`src/hw/phy_mgmt_pkg.sv`:
```
// constants and types shared by the phy management agent
package phy_mgmt_pkg;
  // parameter identifiers on the request port
  localparam logic [3:0] PAR_DUPLEX      = 4'h0;
  localparam logic [3:0] PAR_LOOPBACK    = 4'h1;
  localparam logic [3:0] PAR_PREAMBLE    = 4'h2;
  localparam logic [3:0] PAR_GAP         = 4'h3;
  localparam logic [3:0] PAR_SKEW        = 4'h4;
  localparam logic [3:0] PAR_TX_ENABLE   = 4'h5;
  localparam logic [3:0] PAR_RX_ENABLE   = 4'h6;
  localparam logic [3:0] PAR_PREF_RX     = 4'h7;
  localparam logic [3:0] PAR_TX_OUTPUT   = 4'h8;
  localparam logic [3:0] PAR_RX_SOURCE   = 4'h9;
  localparam logic [3:0] PAR_LOOP        = 4'hA;
  // variant selector on a write
  localparam logic [1:0] VAR_A           = 2'h0;
  localparam logic [1:0] VAR_B           = 2'h1;
  // per-variable status codes
  localparam logic [1:0] ST_OK           = 2'h0;
  localparam logic [1:0] ST_FAIL         = 2'h1;
  localparam logic [1:0] ST_INVALID      = 2'h2;
  // permitted-value limits
  localparam logic [1:0] LOOPBACK_MAX    = 2'h2;
  localparam logic [3:0] PREF_RX_MAX     = 4'h8;
  localparam logic [1:0] RX_SOURCE_MAX   = 2'h2;
  localparam int         NUM_CHANNELS    = 8;
  localparam int         MAX_PAIRS       = 3;
  // reset values: first of each permitted list
  localparam logic       DUPLEX_RST      = 1'b0;
  localparam logic [1:0] LOOPBACK_RST    = 2'h0;
  localparam logic [2:0] COUNT_RST       = 3'h0;
  localparam logic [7:0] CHAN_EN_RST     = 8'hFF;
  localparam logic [3:0] PREF_RX_RST     = 4'h0;
  localparam logic       TX_OUTPUT_RST   = 1'b1;
  localparam logic [1:0] RX_SOURCE_RST   = 2'h0;
  localparam logic       LOOP_RST        = 1'b0;
  // event names
  localparam logic       EVT_TERMINAL    = 1'b0;
  localparam logic       EVT_LINE        = 1'b1;
  // transmit framing: basic preamble and basic gap length in sequences
  localparam logic [3:0] BASIC_PRE_SEQ   = 4'h1;
  localparam logic [3:0] BASIC_GAP_SEQ   = 4'h1;
  typedef enum logic [1:0] {FR_IDLE, FR_EXT_PRE, FR_BASIC_PRE, FR_GAP} frame_state_t;
endpackage

```
`src/hw/tx_frame_sequencer.sv`:
```
// sequences preamble extensions, basic preamble and silent gap per frame
`timescale 1ns/100ps
module tx_frame_sequencer (
  input  wire logic       ref_clk_in,
  input  wire logic       rstn_in,
  input  wire logic       tx_start_in,
  input  wire logic       tx_done_in,
  input  wire logic [2:0] pre_ext_in,
  input  wire logic [2:0] gap_ext_in,
  output logic            ext_pre_out,
  output logic            basic_pre_out,
  output logic            tx_silent_out,
  output logic            data_go_out
);
  phy_mgmt_pkg::frame_state_t state_reg;
  logic [3:0]                 cnt_reg;

  always_ff @(posedge ref_clk_in) begin
    if (!rstn_in) begin
      state_reg <= phy_mgmt_pkg::FR_IDLE;
      cnt_reg   <= 4'h0;
    end else begin
      case (state_reg)
        phy_mgmt_pkg::FR_IDLE: begin
          if (tx_start_in && pre_ext_in != 3'h0) begin
            state_reg <= phy_mgmt_pkg::FR_EXT_PRE;
            cnt_reg   <= {1'b0, pre_ext_in};
          end else if (tx_start_in) begin
            state_reg <= phy_mgmt_pkg::FR_BASIC_PRE;
            cnt_reg   <= phy_mgmt_pkg::BASIC_PRE_SEQ;
          end else if (tx_done_in) begin
            state_reg <= phy_mgmt_pkg::FR_GAP;
            cnt_reg   <= phy_mgmt_pkg::BASIC_GAP_SEQ + {1'b0, gap_ext_in};
          end
        end
        phy_mgmt_pkg::FR_EXT_PRE: begin
          if (cnt_reg == 4'h1) begin
            state_reg <= phy_mgmt_pkg::FR_BASIC_PRE;
            cnt_reg   <= phy_mgmt_pkg::BASIC_PRE_SEQ;
          end else begin
            cnt_reg <= cnt_reg - 4'h1;
          end
        end
        phy_mgmt_pkg::FR_BASIC_PRE: begin
          if (cnt_reg == 4'h1) begin
            state_reg <= phy_mgmt_pkg::FR_IDLE;
          end else begin
            cnt_reg <= cnt_reg - 4'h1;
          end
        end
        phy_mgmt_pkg::FR_GAP: begin
          if (cnt_reg == 4'h1) begin
            state_reg <= phy_mgmt_pkg::FR_IDLE;
          end else begin
            cnt_reg <= cnt_reg - 4'h1;
          end
        end
        default: state_reg <= phy_mgmt_pkg::FR_IDLE;
      endcase
    end
  end

  assign ext_pre_out   = (state_reg == phy_mgmt_pkg::FR_EXT_PRE);
  assign basic_pre_out = (state_reg == phy_mgmt_pkg::FR_BASIC_PRE);
  assign tx_silent_out = (state_reg == phy_mgmt_pkg::FR_GAP);
  assign data_go_out   = (state_reg == phy_mgmt_pkg::FR_BASIC_PRE) && (cnt_reg == 4'h1);

  a_gap_silent_len: assert property (@(posedge ref_clk_in) disable iff (!rstn_in)
    (state_reg == phy_mgmt_pkg::FR_IDLE && tx_done_in && !tx_start_in && gap_ext_in == 3'h0)
      |=> tx_silent_out ##1 !tx_silent_out)
    else $error("gap length wrong");
  a_ext_before_basic: assert property (@(posedge ref_clk_in) disable iff (!rstn_in)
    basic_pre_out |=> !ext_pre_out)
    else $error("extension after basic preamble");
endmodule // tx_frame_sequencer

```
`src/hw/phy_management_param_agent.sv`:
```
// phy management agent: parameters, write/read/reset confirms, events
`timescale 1ns/100ps
// How it works
// - reset loads first permitted value everywhere
// - loop-back selector with three settings
// - preamble extension count zero to seven
// - gap extension count zero to seven
// - inter-channel skew setting zero to seven
// - eight channel transmit and receive enables
// - preferred receive channel none or 1-8
// - extension sequences precede basic preamble
// - transmitter silent through whole gap
// - one write confirmation with status
// - read returns failure or current value
// - unrequested change raises named event notice
// - management reset equals power-on defaults
// - reset confirmation is a one-cycle pulse with no status
// - reset/event always; write/read build options
// - alternate variant reuses same behaviour
// - alternate write carries 1-3 pairs, statuses
// - receive source cable a, b, random
// - basic reset resets all phy functions
module phy_management_param_agent #(
  parameter bit HAS_WRITE = 1'b1,
  parameter bit HAS_READ  = 1'b1
) (
  input  wire logic       ref_clk_in,
  input  wire logic       rstn_in,
  // requests
  input  wire logic       reinit_req_in,
  input  wire logic       write_req_in,
  input  wire logic [1:0] write_variant_in,
  input  wire logic [1:0] write_count_in,
  input  wire logic [3:0] write_name0_in,
  input  wire logic [3:0] write_value0_in,
  input  wire logic [3:0] write_name1_in,
  input  wire logic [3:0] write_value1_in,
  input  wire logic [3:0] write_name2_in,
  input  wire logic [3:0] write_value2_in,
  input  wire logic       read_req_in,
  input  wire logic [3:0] read_name_in,
  output logic            req_ready_out,
  // confirmations
  output logic            reinit_cnf_out,
  output logic            write_cnf_out,
  output logic [1:0]      write_status0_out,
  output logic [1:0]      write_status1_out,
  output logic [1:0]      write_status2_out,
  output logic            read_cnf_out,
  output logic            read_fail_out,
  output logic [7:0]      read_value_out,
  // unrequested changes from the phy entity
  input  wire logic       terminal_side_fault_in,
  input  wire logic       line_side_fault_in,
  output logic            event_out,
  output logic            event_name_out,
  // operating parameters
  output logic            half_duplex_out,
  output logic [1:0]      loopback_out,
  output logic [2:0]      preamble_ext_out,
  output logic [2:0]      gap_ext_out,
  output logic [2:0]      skew_out,
  output logic [7:0]      tx_chan_en_out,
  output logic [7:0]      rx_chan_en_out,
  output logic [3:0]      pref_rx_out,
  output logic            tx_output_en_out,
  output logic [1:0]      rx_source_out,
  output logic            loop_en_out,
  output logic            phy_reset_out,
  // transmit framing
  input  wire logic       tx_start_in,
  input  wire logic       tx_done_in,
  output logic            ext_pre_out,
  output logic            basic_pre_out,
  output logic            tx_silent_out,
  output logic            data_go_out
);
  logic       half_duplex_reg;
  logic [1:0] loopback_reg;
  logic [2:0] preamble_reg;
  logic [2:0] gap_reg;
  logic [2:0] skew_reg;
  logic [7:0] tx_en_reg;
  logic [7:0] rx_en_reg;
  logic [3:0] pref_rx_reg;
  logic       tx_out_reg;
  logic [1:0] rx_src_reg;
  logic       loop_reg;
  logic       busy_reg;
  logic       fault_t_reg;
  logic       fault_l_reg;
  logic       pend_t_reg;
  logic       pend_l_reg;
  logic [3:0] names  [phy_mgmt_pkg::MAX_PAIRS];
  logic [3:0] values [phy_mgmt_pkg::MAX_PAIRS];
  logic [1:0] status_next [phy_mgmt_pkg::MAX_PAIRS];
  logic       set_en [phy_mgmt_pkg::MAX_PAIRS];
  logic       do_write;
  logic       do_read;
  logic       do_reinit;
  logic       rst_all;

  // value check shared by write path and its status
  function automatic logic value_ok(input logic [3:0] name, input logic [3:0] val, input logic [1:0] variant);
    logic ok;
    ok = 1'b0;
    if (variant == phy_mgmt_pkg::VAR_A) begin
      case (name)
        phy_mgmt_pkg::PAR_DUPLEX:    ok = (val[3:1] == 3'h0);
        phy_mgmt_pkg::PAR_LOOPBACK:  ok = (val <= {2'h0, phy_mgmt_pkg::LOOPBACK_MAX});
        phy_mgmt_pkg::PAR_PREAMBLE:  ok = !val[3];
        phy_mgmt_pkg::PAR_GAP:       ok = !val[3];
        phy_mgmt_pkg::PAR_SKEW:      ok = !val[3];
        phy_mgmt_pkg::PAR_TX_ENABLE: ok = 1'b1;
        phy_mgmt_pkg::PAR_RX_ENABLE: ok = 1'b1;
        phy_mgmt_pkg::PAR_PREF_RX:   ok = (val <= phy_mgmt_pkg::PREF_RX_MAX);
        default:                     ok = 1'b0;
      endcase
    end else begin
      case (name)
        phy_mgmt_pkg::PAR_TX_OUTPUT: ok = (val[3:1] == 3'h0);
        phy_mgmt_pkg::PAR_RX_SOURCE: ok = (val <= {2'h0, phy_mgmt_pkg::RX_SOURCE_MAX});
        phy_mgmt_pkg::PAR_LOOP:      ok = (val[3:1] == 3'h0);
        default:                     ok = 1'b0;
      endcase
    end
    return ok;
  endfunction

  assign names[0]  = write_name0_in;
  assign names[1]  = write_name1_in;
  assign names[2]  = write_name2_in;
  assign values[0] = write_value0_in;
  assign values[1] = write_value1_in;
  assign values[2] = write_value2_in;

  // one request at a time; reset wins, then write, then read
  assign req_ready_out = !busy_reg;
  assign do_reinit     = !busy_reg && reinit_req_in;
  assign do_write      = !busy_reg && !reinit_req_in && write_req_in && HAS_WRITE;
  assign do_read       = !busy_reg && !reinit_req_in && !write_req_in && read_req_in && HAS_READ;
  assign rst_all       = !rstn_in || do_reinit;

  // per-slot status; channel enable writes carry channel in value[2:0] and level in value[3]
  generate
    for (genvar i = 0; i < phy_mgmt_pkg::MAX_PAIRS; i++) begin : g_slot
      always_comb begin
        status_next[i] = phy_mgmt_pkg::ST_OK;
        set_en[i]      = 1'b0;
        if (write_variant_in == phy_mgmt_pkg::VAR_A && i != 0) begin
          status_next[i] = phy_mgmt_pkg::ST_OK;
        end else if (write_variant_in == phy_mgmt_pkg::VAR_B &&
                     (write_count_in == 2'h0 || i >= write_count_in)) begin
          status_next[i] = (write_count_in == 2'h0) ? phy_mgmt_pkg::ST_INVALID : phy_mgmt_pkg::ST_OK;
        end else if (write_variant_in > phy_mgmt_pkg::VAR_B) begin
          status_next[i] = phy_mgmt_pkg::ST_INVALID;
        end else if (!value_ok(names[i], values[i], write_variant_in)) begin
          status_next[i] = phy_mgmt_pkg::ST_FAIL;
        end else begin
          set_en[i] = do_write;
        end
      end
    end
  endgenerate

  // parameter store
  always_ff @(posedge ref_clk_in) begin
    if (rst_all) begin
      half_duplex_reg <= phy_mgmt_pkg::DUPLEX_RST;
      loopback_reg    <= phy_mgmt_pkg::LOOPBACK_RST;
      preamble_reg    <= phy_mgmt_pkg::COUNT_RST;
      gap_reg         <= phy_mgmt_pkg::COUNT_RST;
      skew_reg        <= phy_mgmt_pkg::COUNT_RST;
      tx_en_reg       <= phy_mgmt_pkg::CHAN_EN_RST;
      rx_en_reg       <= phy_mgmt_pkg::CHAN_EN_RST;
      pref_rx_reg     <= phy_mgmt_pkg::PREF_RX_RST;
      tx_out_reg      <= phy_mgmt_pkg::TX_OUTPUT_RST;
      rx_src_reg      <= phy_mgmt_pkg::RX_SOURCE_RST;
      loop_reg        <= phy_mgmt_pkg::LOOP_RST;
    end else begin
      for (int i = 0; i < phy_mgmt_pkg::MAX_PAIRS; i++) begin
        if (set_en[i]) begin
          case (names[i])
            phy_mgmt_pkg::PAR_DUPLEX:    half_duplex_reg <= values[i][0];
            phy_mgmt_pkg::PAR_LOOPBACK:  loopback_reg    <= values[i][1:0];
            phy_mgmt_pkg::PAR_PREAMBLE:  preamble_reg    <= values[i][2:0];
            phy_mgmt_pkg::PAR_GAP:       gap_reg         <= values[i][2:0];
            phy_mgmt_pkg::PAR_SKEW:      skew_reg        <= values[i][2:0];
            // value[3] = disabled, value[2:0] = channel minus one
            phy_mgmt_pkg::PAR_TX_ENABLE: tx_en_reg[values[i][2:0]] <= !values[i][3];
            phy_mgmt_pkg::PAR_RX_ENABLE: rx_en_reg[values[i][2:0]] <= !values[i][3];
            phy_mgmt_pkg::PAR_PREF_RX:   pref_rx_reg     <= values[i];
            phy_mgmt_pkg::PAR_TX_OUTPUT: tx_out_reg      <= !values[i][0];
            phy_mgmt_pkg::PAR_RX_SOURCE: rx_src_reg      <= values[i][1:0];
            phy_mgmt_pkg::PAR_LOOP:      loop_reg        <= values[i][0];
            default:                     loop_reg        <= loop_reg;
          endcase
        end
      end
    end
  end

  // confirmations, one cycle after acceptance
  always_ff @(posedge ref_clk_in) begin
    if (!rstn_in) begin
      busy_reg          <= 1'b0;
      reinit_cnf_out    <= 1'b0;
      write_cnf_out     <= 1'b0;
      read_cnf_out      <= 1'b0;
      read_fail_out     <= 1'b0;
      read_value_out    <= 8'h00;
      write_status0_out <= phy_mgmt_pkg::ST_OK;
      write_status1_out <= phy_mgmt_pkg::ST_OK;
      write_status2_out <= phy_mgmt_pkg::ST_OK;
    end else begin
      busy_reg       <= do_reinit || do_write || do_read;
      reinit_cnf_out <= do_reinit;
      write_cnf_out  <= do_write;
      read_cnf_out   <= do_read;
      if (do_write) begin
        write_status0_out <= status_next[0];
        write_status1_out <= status_next[1];
        write_status2_out <= status_next[2];
      end
      if (do_read) begin
        read_fail_out  <= 1'b0;
        read_value_out <= 8'h00;
        case (read_name_in)
          phy_mgmt_pkg::PAR_DUPLEX:    read_value_out <= {7'h00, half_duplex_reg};
          phy_mgmt_pkg::PAR_LOOPBACK:  read_value_out <= {6'h00, loopback_reg};
          phy_mgmt_pkg::PAR_PREAMBLE:  read_value_out <= {5'h00, preamble_reg};
          phy_mgmt_pkg::PAR_GAP:       read_value_out <= {5'h00, gap_reg};
          phy_mgmt_pkg::PAR_SKEW:      read_value_out <= {5'h00, skew_reg};
          phy_mgmt_pkg::PAR_TX_ENABLE: read_value_out <= tx_en_reg;
          phy_mgmt_pkg::PAR_RX_ENABLE: read_value_out <= rx_en_reg;
          phy_mgmt_pkg::PAR_PREF_RX:   read_value_out <= {4'h0, pref_rx_reg};
          phy_mgmt_pkg::PAR_TX_OUTPUT: read_value_out <= {7'h00, !tx_out_reg};
          phy_mgmt_pkg::PAR_RX_SOURCE: read_value_out <= {6'h00, rx_src_reg};
          phy_mgmt_pkg::PAR_LOOP:      read_value_out <= {7'h00, loop_reg};
          default:                     read_fail_out  <= 1'b1;
        endcase
      end
    end
  end

  // fault edges; terminal wins a collision and the line notice is held pending until no terminal notice is due
  always_ff @(posedge ref_clk_in) begin
    if (!rstn_in) begin
      fault_t_reg    <= 1'b0;
      fault_l_reg    <= 1'b0;
      pend_t_reg     <= 1'b0;
      pend_l_reg     <= 1'b0;
      event_out      <= 1'b0;
      event_name_out <= phy_mgmt_pkg::EVT_TERMINAL;
    end else begin
      fault_t_reg <= terminal_side_fault_in;
      fault_l_reg <= line_side_fault_in;
      event_out   <= 1'b0;
      if (pend_t_reg || (terminal_side_fault_in && !fault_t_reg)) begin
        event_out      <= 1'b1;
        event_name_out <= phy_mgmt_pkg::EVT_TERMINAL;
        pend_t_reg     <= 1'b0;
        pend_l_reg     <= pend_l_reg || (line_side_fault_in && !fault_l_reg);
      end else if (pend_l_reg || (line_side_fault_in && !fault_l_reg)) begin
        event_out      <= 1'b1;
        event_name_out <= phy_mgmt_pkg::EVT_LINE;
        pend_l_reg     <= 1'b0;
      end
    end
  end

  assign half_duplex_out  = half_duplex_reg;
  assign loopback_out     = loopback_reg;
  assign preamble_ext_out = preamble_reg;
  assign gap_ext_out      = gap_reg;
  assign skew_out         = skew_reg;
  assign tx_chan_en_out   = tx_en_reg;
  assign rx_chan_en_out   = rx_en_reg;
  assign pref_rx_out      = pref_rx_reg;
  assign tx_output_en_out = tx_out_reg;
  assign rx_source_out    = rx_src_reg;
  assign loop_en_out      = loop_reg;
  assign phy_reset_out    = rst_all;

  tx_frame_sequencer u_seq (
    .ref_clk_in    (ref_clk_in),
    .rstn_in       (!rst_all),
    .tx_start_in   (tx_start_in),
    .tx_done_in    (tx_done_in),
    .pre_ext_in    (preamble_reg),
    .gap_ext_in    (gap_reg),
    .ext_pre_out   (ext_pre_out),
    .basic_pre_out (basic_pre_out),
    .tx_silent_out (tx_silent_out),
    .data_go_out   (data_go_out)
  );

  a_reinit_defaults: assert property (@(posedge ref_clk_in) disable iff (!rstn_in)
    do_reinit |=> tx_out_reg && rx_src_reg == 2'h0 && !loop_reg && tx_en_reg == 8'hFF)
    else $error("reinit defaults wrong");
  a_reinit_confirm: assert property (@(posedge ref_clk_in) disable iff (!rstn_in)
    reinit_req_in && req_ready_out |=> reinit_cnf_out ##1 !reinit_cnf_out)
    else $error("reinit confirm missing");
  a_write_confirm: assert property (@(posedge ref_clk_in) disable iff (!rstn_in)
    do_write |=> write_cnf_out && !read_cnf_out)
    else $error("write confirm missing");
  a_one_outstanding: assert property (@(posedge ref_clk_in) disable iff (!rstn_in)
    (write_cnf_out || read_cnf_out || reinit_cnf_out) |-> !req_ready_out)
    else $error("accepted while confirming");
  a_bad_read_fails: assert property (@(posedge ref_clk_in) disable iff (!rstn_in)
    do_read && read_name_in > phy_mgmt_pkg::PAR_LOOP |=> read_fail_out)
    else $error("bad read not failed");
  a_pref_in_range: assert property (@(posedge ref_clk_in) disable iff (!rstn_in)
    pref_rx_reg <= phy_mgmt_pkg::PREF_RX_MAX)
    else $error("preferred channel out of range");
  a_event_on_fault: assert property (@(posedge ref_clk_in) disable iff (!rstn_in)
    $rose(terminal_side_fault_in) |=> event_out && event_name_out == phy_mgmt_pkg::EVT_TERMINAL)
    else $error("fault event missing");
  a_loopback_range: assert property (@(posedge ref_clk_in) disable iff (!rstn_in)
    loopback_reg <= phy_mgmt_pkg::LOOPBACK_MAX)
    else $error("loopback out of range");
  a_invalid_count: assert property (@(posedge ref_clk_in) disable iff (!rstn_in)
    do_write && write_variant_in == phy_mgmt_pkg::VAR_B && write_count_in == 2'h0
      |=> write_status0_out == phy_mgmt_pkg::ST_INVALID)
    else $error("empty write not invalid");
  a_read_confirm: assert property (@(posedge ref_clk_in) disable iff (!rstn_in)
    do_read |=> read_cnf_out && !write_cnf_out)
    else $error("read confirm missing");
  a_reset_counts: assert property (@(posedge ref_clk_in) disable iff (!rstn_in)
    do_reinit |=> preamble_reg == phy_mgmt_pkg::COUNT_RST && gap_reg == phy_mgmt_pkg::COUNT_RST && !half_duplex_reg)
    else $error("counts not reset");
  a_reinit_channels: assert property (@(posedge ref_clk_in) disable iff (!rstn_in)
    do_reinit |=> tx_en_reg == phy_mgmt_pkg::CHAN_EN_RST && rx_en_reg == phy_mgmt_pkg::CHAN_EN_RST)
    else $error("channels not re-enabled");
  a_pref_reset: assert property (@(posedge ref_clk_in) disable iff (!rstn_in)
    do_reinit |=> pref_rx_reg == phy_mgmt_pkg::PREF_RX_RST && loopback_reg == phy_mgmt_pkg::LOOPBACK_RST)
    else $error("preferred channel not reset");
  a_ready_returns: assert property (@(posedge ref_clk_in) disable iff (!rstn_in)
    (write_cnf_out || read_cnf_out || reinit_cnf_out) |=> req_ready_out)
    else $error("ready not restored");
endmodule // phy_management_param_agent

```
`config.mk`:
```
export PLATFORM = sky130hd
export DESIGN_NAME = phy_management_param_agent
export DESIGN_NICKNAME = d
export VERILOG_FILES = /design/src/hw/phy_mgmt_pkg.sv /design/src/hw/tx_frame_sequencer.sv /design/src/hw/phy_management_param_agent.sv
export SDC_FILE = /design/constraint.sdc
export NUM_CORES = 1
export LEC_CHECK = 0
export BUFFER_PORTS_ARGS = -buffer_cell sky130_fd_sc_hd__buf_2
export CORE_MARGIN = 8
export CORE_UTILIZATION = 45
export CTS_CLUSTER_DIAMETER = 60
export DETAILED_ROUTE_END_ITERATION = 8
export MAX_ROUTING_LAYER = met4
export PLACE_DENSITY = 0.82
export SLEW_MARGIN = 0
export SYNTH_ARGS = -nofsm -noshare
export SYNTH_HDL_FRONTEND = slang
export SYNTH_SLANG_ARGS = --single-unit
```
`constraint.sdc`:
```
create_clock -name ref_clk_in -period 2.9 [get_ports ref_clk_in]
set_input_delay 0.145 -clock ref_clk_in [delete_from_list [all_inputs] [get_ports ref_clk_in]]
set_output_delay 0.145 -clock ref_clk_in [all_outputs]
set_load 0.05 [all_outputs]
```
==> flow_metrics.py <==
metrics = {
    "status": {
        "status": "finished, final reports clean",
    },
    "detailed_routing": {
        "drc": 0,
        "routed_wl_um": 11000,
        "viasPerCell": 5.86,
        "vias": 3679,
        "drt_iter0_markers": 295,
        "ant_nets": 0,
        "wire_per_inst_um": 17.4,
        "firstDrtPassIters": 5,
    },
    "min_path": {
        "hold_depth": 2,
        "hp-start": "line_side_fault_in",
        "hold_class": "in -> reg",
    },
    "cells_and_area": {
        "area_growth_pct": 21.4,
        "final_cell_count_no_fill": 628,
        "antenna_cells": 0,
        "drive_gt1_frac": 0.260,
        "fillers": 744,
        "multi_input_area_um2": 2100,
        "fin_nets": 565,
        "final-seq-area_um2": 1320,
    },
    "synthesis": {
        "yosys.area.top_type": "dfxtp_1",
        "yosysMostFrequentCell": "dfxtp_1",
        "synth-edff-count": 0,
        "netlist.area_leader.share": 0.369,
        "synthArstFlopShare": 0,
        "yosysWarnings": 0,
        "synth_nets": 472,
        "synth_common_cells": "66 x dfxtp_1, 50 x nor2_1, 37 x nand2_1, 34 x mux2i_1, 22 x nand3_1",
        "ys_types": 67,
        "ys_seq_area_frac": 0.369,
        "avgSynthCellArea_um2": 8.36,
        "netlist_instances": 428,
        "ys_ff_latch": 66,
        "syn_area_um2": 3580,
        "synthFlopType": "dfxtp_1",
        "synth_area_leaders": "dfxtp_1 37%, mux2i_1 9.5%, nor2_1 5.2%",
    },
    "grt": {
        "grt_pass1_wl_um": 17800,
        "grt_max_degree": 29,
        "grt.overflow.total": 0,
        "grt_usage": 0.200,
        "antenna_found_initial": 0,
        "grt_pass1_vias": 3582,
    },
    "clocking": {
        "clock-sinks": 66,
        "cts_buffer_depth": 2,
        "root_buffer": "clkbuf_8",
        "cts_tree": "done",
        "post_cts_resized": 0,
        "clk_pin_slew_worst_paths_ns": 0.08,
        "cts_buffers": 9,
        "post_cts_buffers": 0,
        "hold_buffers": 0,
        "clk_latency_ns": 0.35,
        "htreeDepth": 3,
    },
    "die": {
        "start_util": 0.463,
        "die_area_um2": 11100,
        "dieWidth_um": 105,
        "num_rows": 32,
        "die_h_um": 105,
        "coreArea_um2": 7730,
        "io_pins": 103,
    },
    "worst_setup_path": {
        "worst_r2r_startpoint": "busy_reg",
        "crit_type": "reg -> reg",
        "ff2ff_path_depth": 5,
        "critPathBufInv": 0,
        "crit_slowest_cell": "or4_4",
        "crit_required_ns": 3.14,
        "worstSetupStartpoint": "busy_reg",
        "crit_path_start_kind": "register",
        "worst-r2r-setup-slack_ns": 0.48,
        "cp_data_arrival_time_ns": 2.67,
        "crit_fanout": 9,
        "end_kind": "register",
        "crit_chain": "or3b_1, or4_4, or3b_4, or2_0, a31o_1",
        "crit_cells": 5,
        "crit_path_max_incr_delay_ns": 0.63,
        "critical_path.top_delay_family": "simple AND/OR/NAND/NOR gates",
    },
    "sta": {
        "fin_setup_tns_ns": 0,
        "fin_crit_ns": 2.42,
        "fmax_ghz": 0.413,
        "rsz0062_at_grt": "false",
        "maxSlewHeadroom": 0.628,
        "holdWs_ns": 0.0230,
        "finalHoldViolations": 0,
        "drv_slew": 0,
        "worstMarginPinSlew_ns": 0.557,
        "setup_viol": 0,
        "post-route-period-util": 0.835,
        "clock_skew_ns": 0.00843,
    },
    "place": {
        "dp_hpwl_um": 8450,
        "portBuffers": 102,
        "place_congestion": 0.937,
        "dp.cells": 612,
    },
    "power": {
        "power.density_nw_per_um2": 466,
        "power_mw": 2.02,
        "vdd_drop_max_v": 0.000327,
        "leakage_nw": 1.93,
    },
    "run": {
        "maxCapViolCount": 0,
    },
}
-- power breakdown --
| group | internal, mW | total, mW | switching [mW] |
|---|---|---|---|
| sequential | 0.925 | 0.940 | 0.0149 |
| clock | 0.398 | 0.768 | 0.370 |
| combinational | 0.103 | 0.315 | 0.212 |
| total | 1.43 | 2.02 | 0.597 |
-- kinds of logic after synthesis --
| kind of cell | Yosys count | synth area share |
|---|---|---|
| simple gates | 203 | 0.300 |
| compound gates | 78 | 0.155 |
| flops | 66 | 0.369 |
| mux | 39 | 0.120 |
| buf+inv | 38 | 0.0430 |
| fa+ha+maj | 3 | 0.0105 |
| xor+xnor | 1 | 0.00245 |
-- layer usage --
| metal | vias to the layer above | routed length, um | part of all wire | track usage |
|---|---|---|---|---|
| li1 | 1733 | - | - | - |
| met1 | 1745 | 4610 | 0.42 | 0.235 |
| met3 | 28 | 841 | 0.077 | 0.0584 |
| met2 | 173 | 5240 | 0.48 | 0.324 |
| met4 | 0 | 254 | 0.023 | 0.0601 |
| met5 | - | 0 | 0 | - |
-- cell type report --
type | instances | share of cell area
Multi-Input combinational cell | 324 | 0.484
Inverter | 13 | 0.0112
Clock buffer | 10 | 0.0294
Tap cell | 102 | 0.0294
Sequential cell | 66 | 0.304
Timing Repair Buffer | 107 | 0.126
Clock inverter | 6 | 0.0155
-- worst paths after layout --
check / end
worst min register to register: write_status0_out[1]
worst min-delay path: fault_l_reg
worst max-delay path: rx_source_out[0]
worst max register to register: rx_source_out[0]
-- cell usage in the layout, fill, tap and decap left out, types with 8 or more instances in the layout --
cell      count
clkbuf_8      9
a21oi_1      12
inv_1        12
mux2i_1      34
nor3_1       10
nand2b_1     12
nor2b_1      15
nand2_1      37
buf_2       102
dfxtp_1      66
nand3_1      22
o21ai_0      15
and2_1        8
nor2_1       50
-- through the flow --
stage	utilization	instance area, um2	worst slack [ns]
after floorplan	-	3580	0.606
after global placement	0.537	4150	0.572
after detailed placement	0.537	4150	0.525
after CTS	0.562	4350	0.501
after global routing	0.562	4350	0.361
final	0.562	4350	0.478
Power figures use the tool's default switching activity.
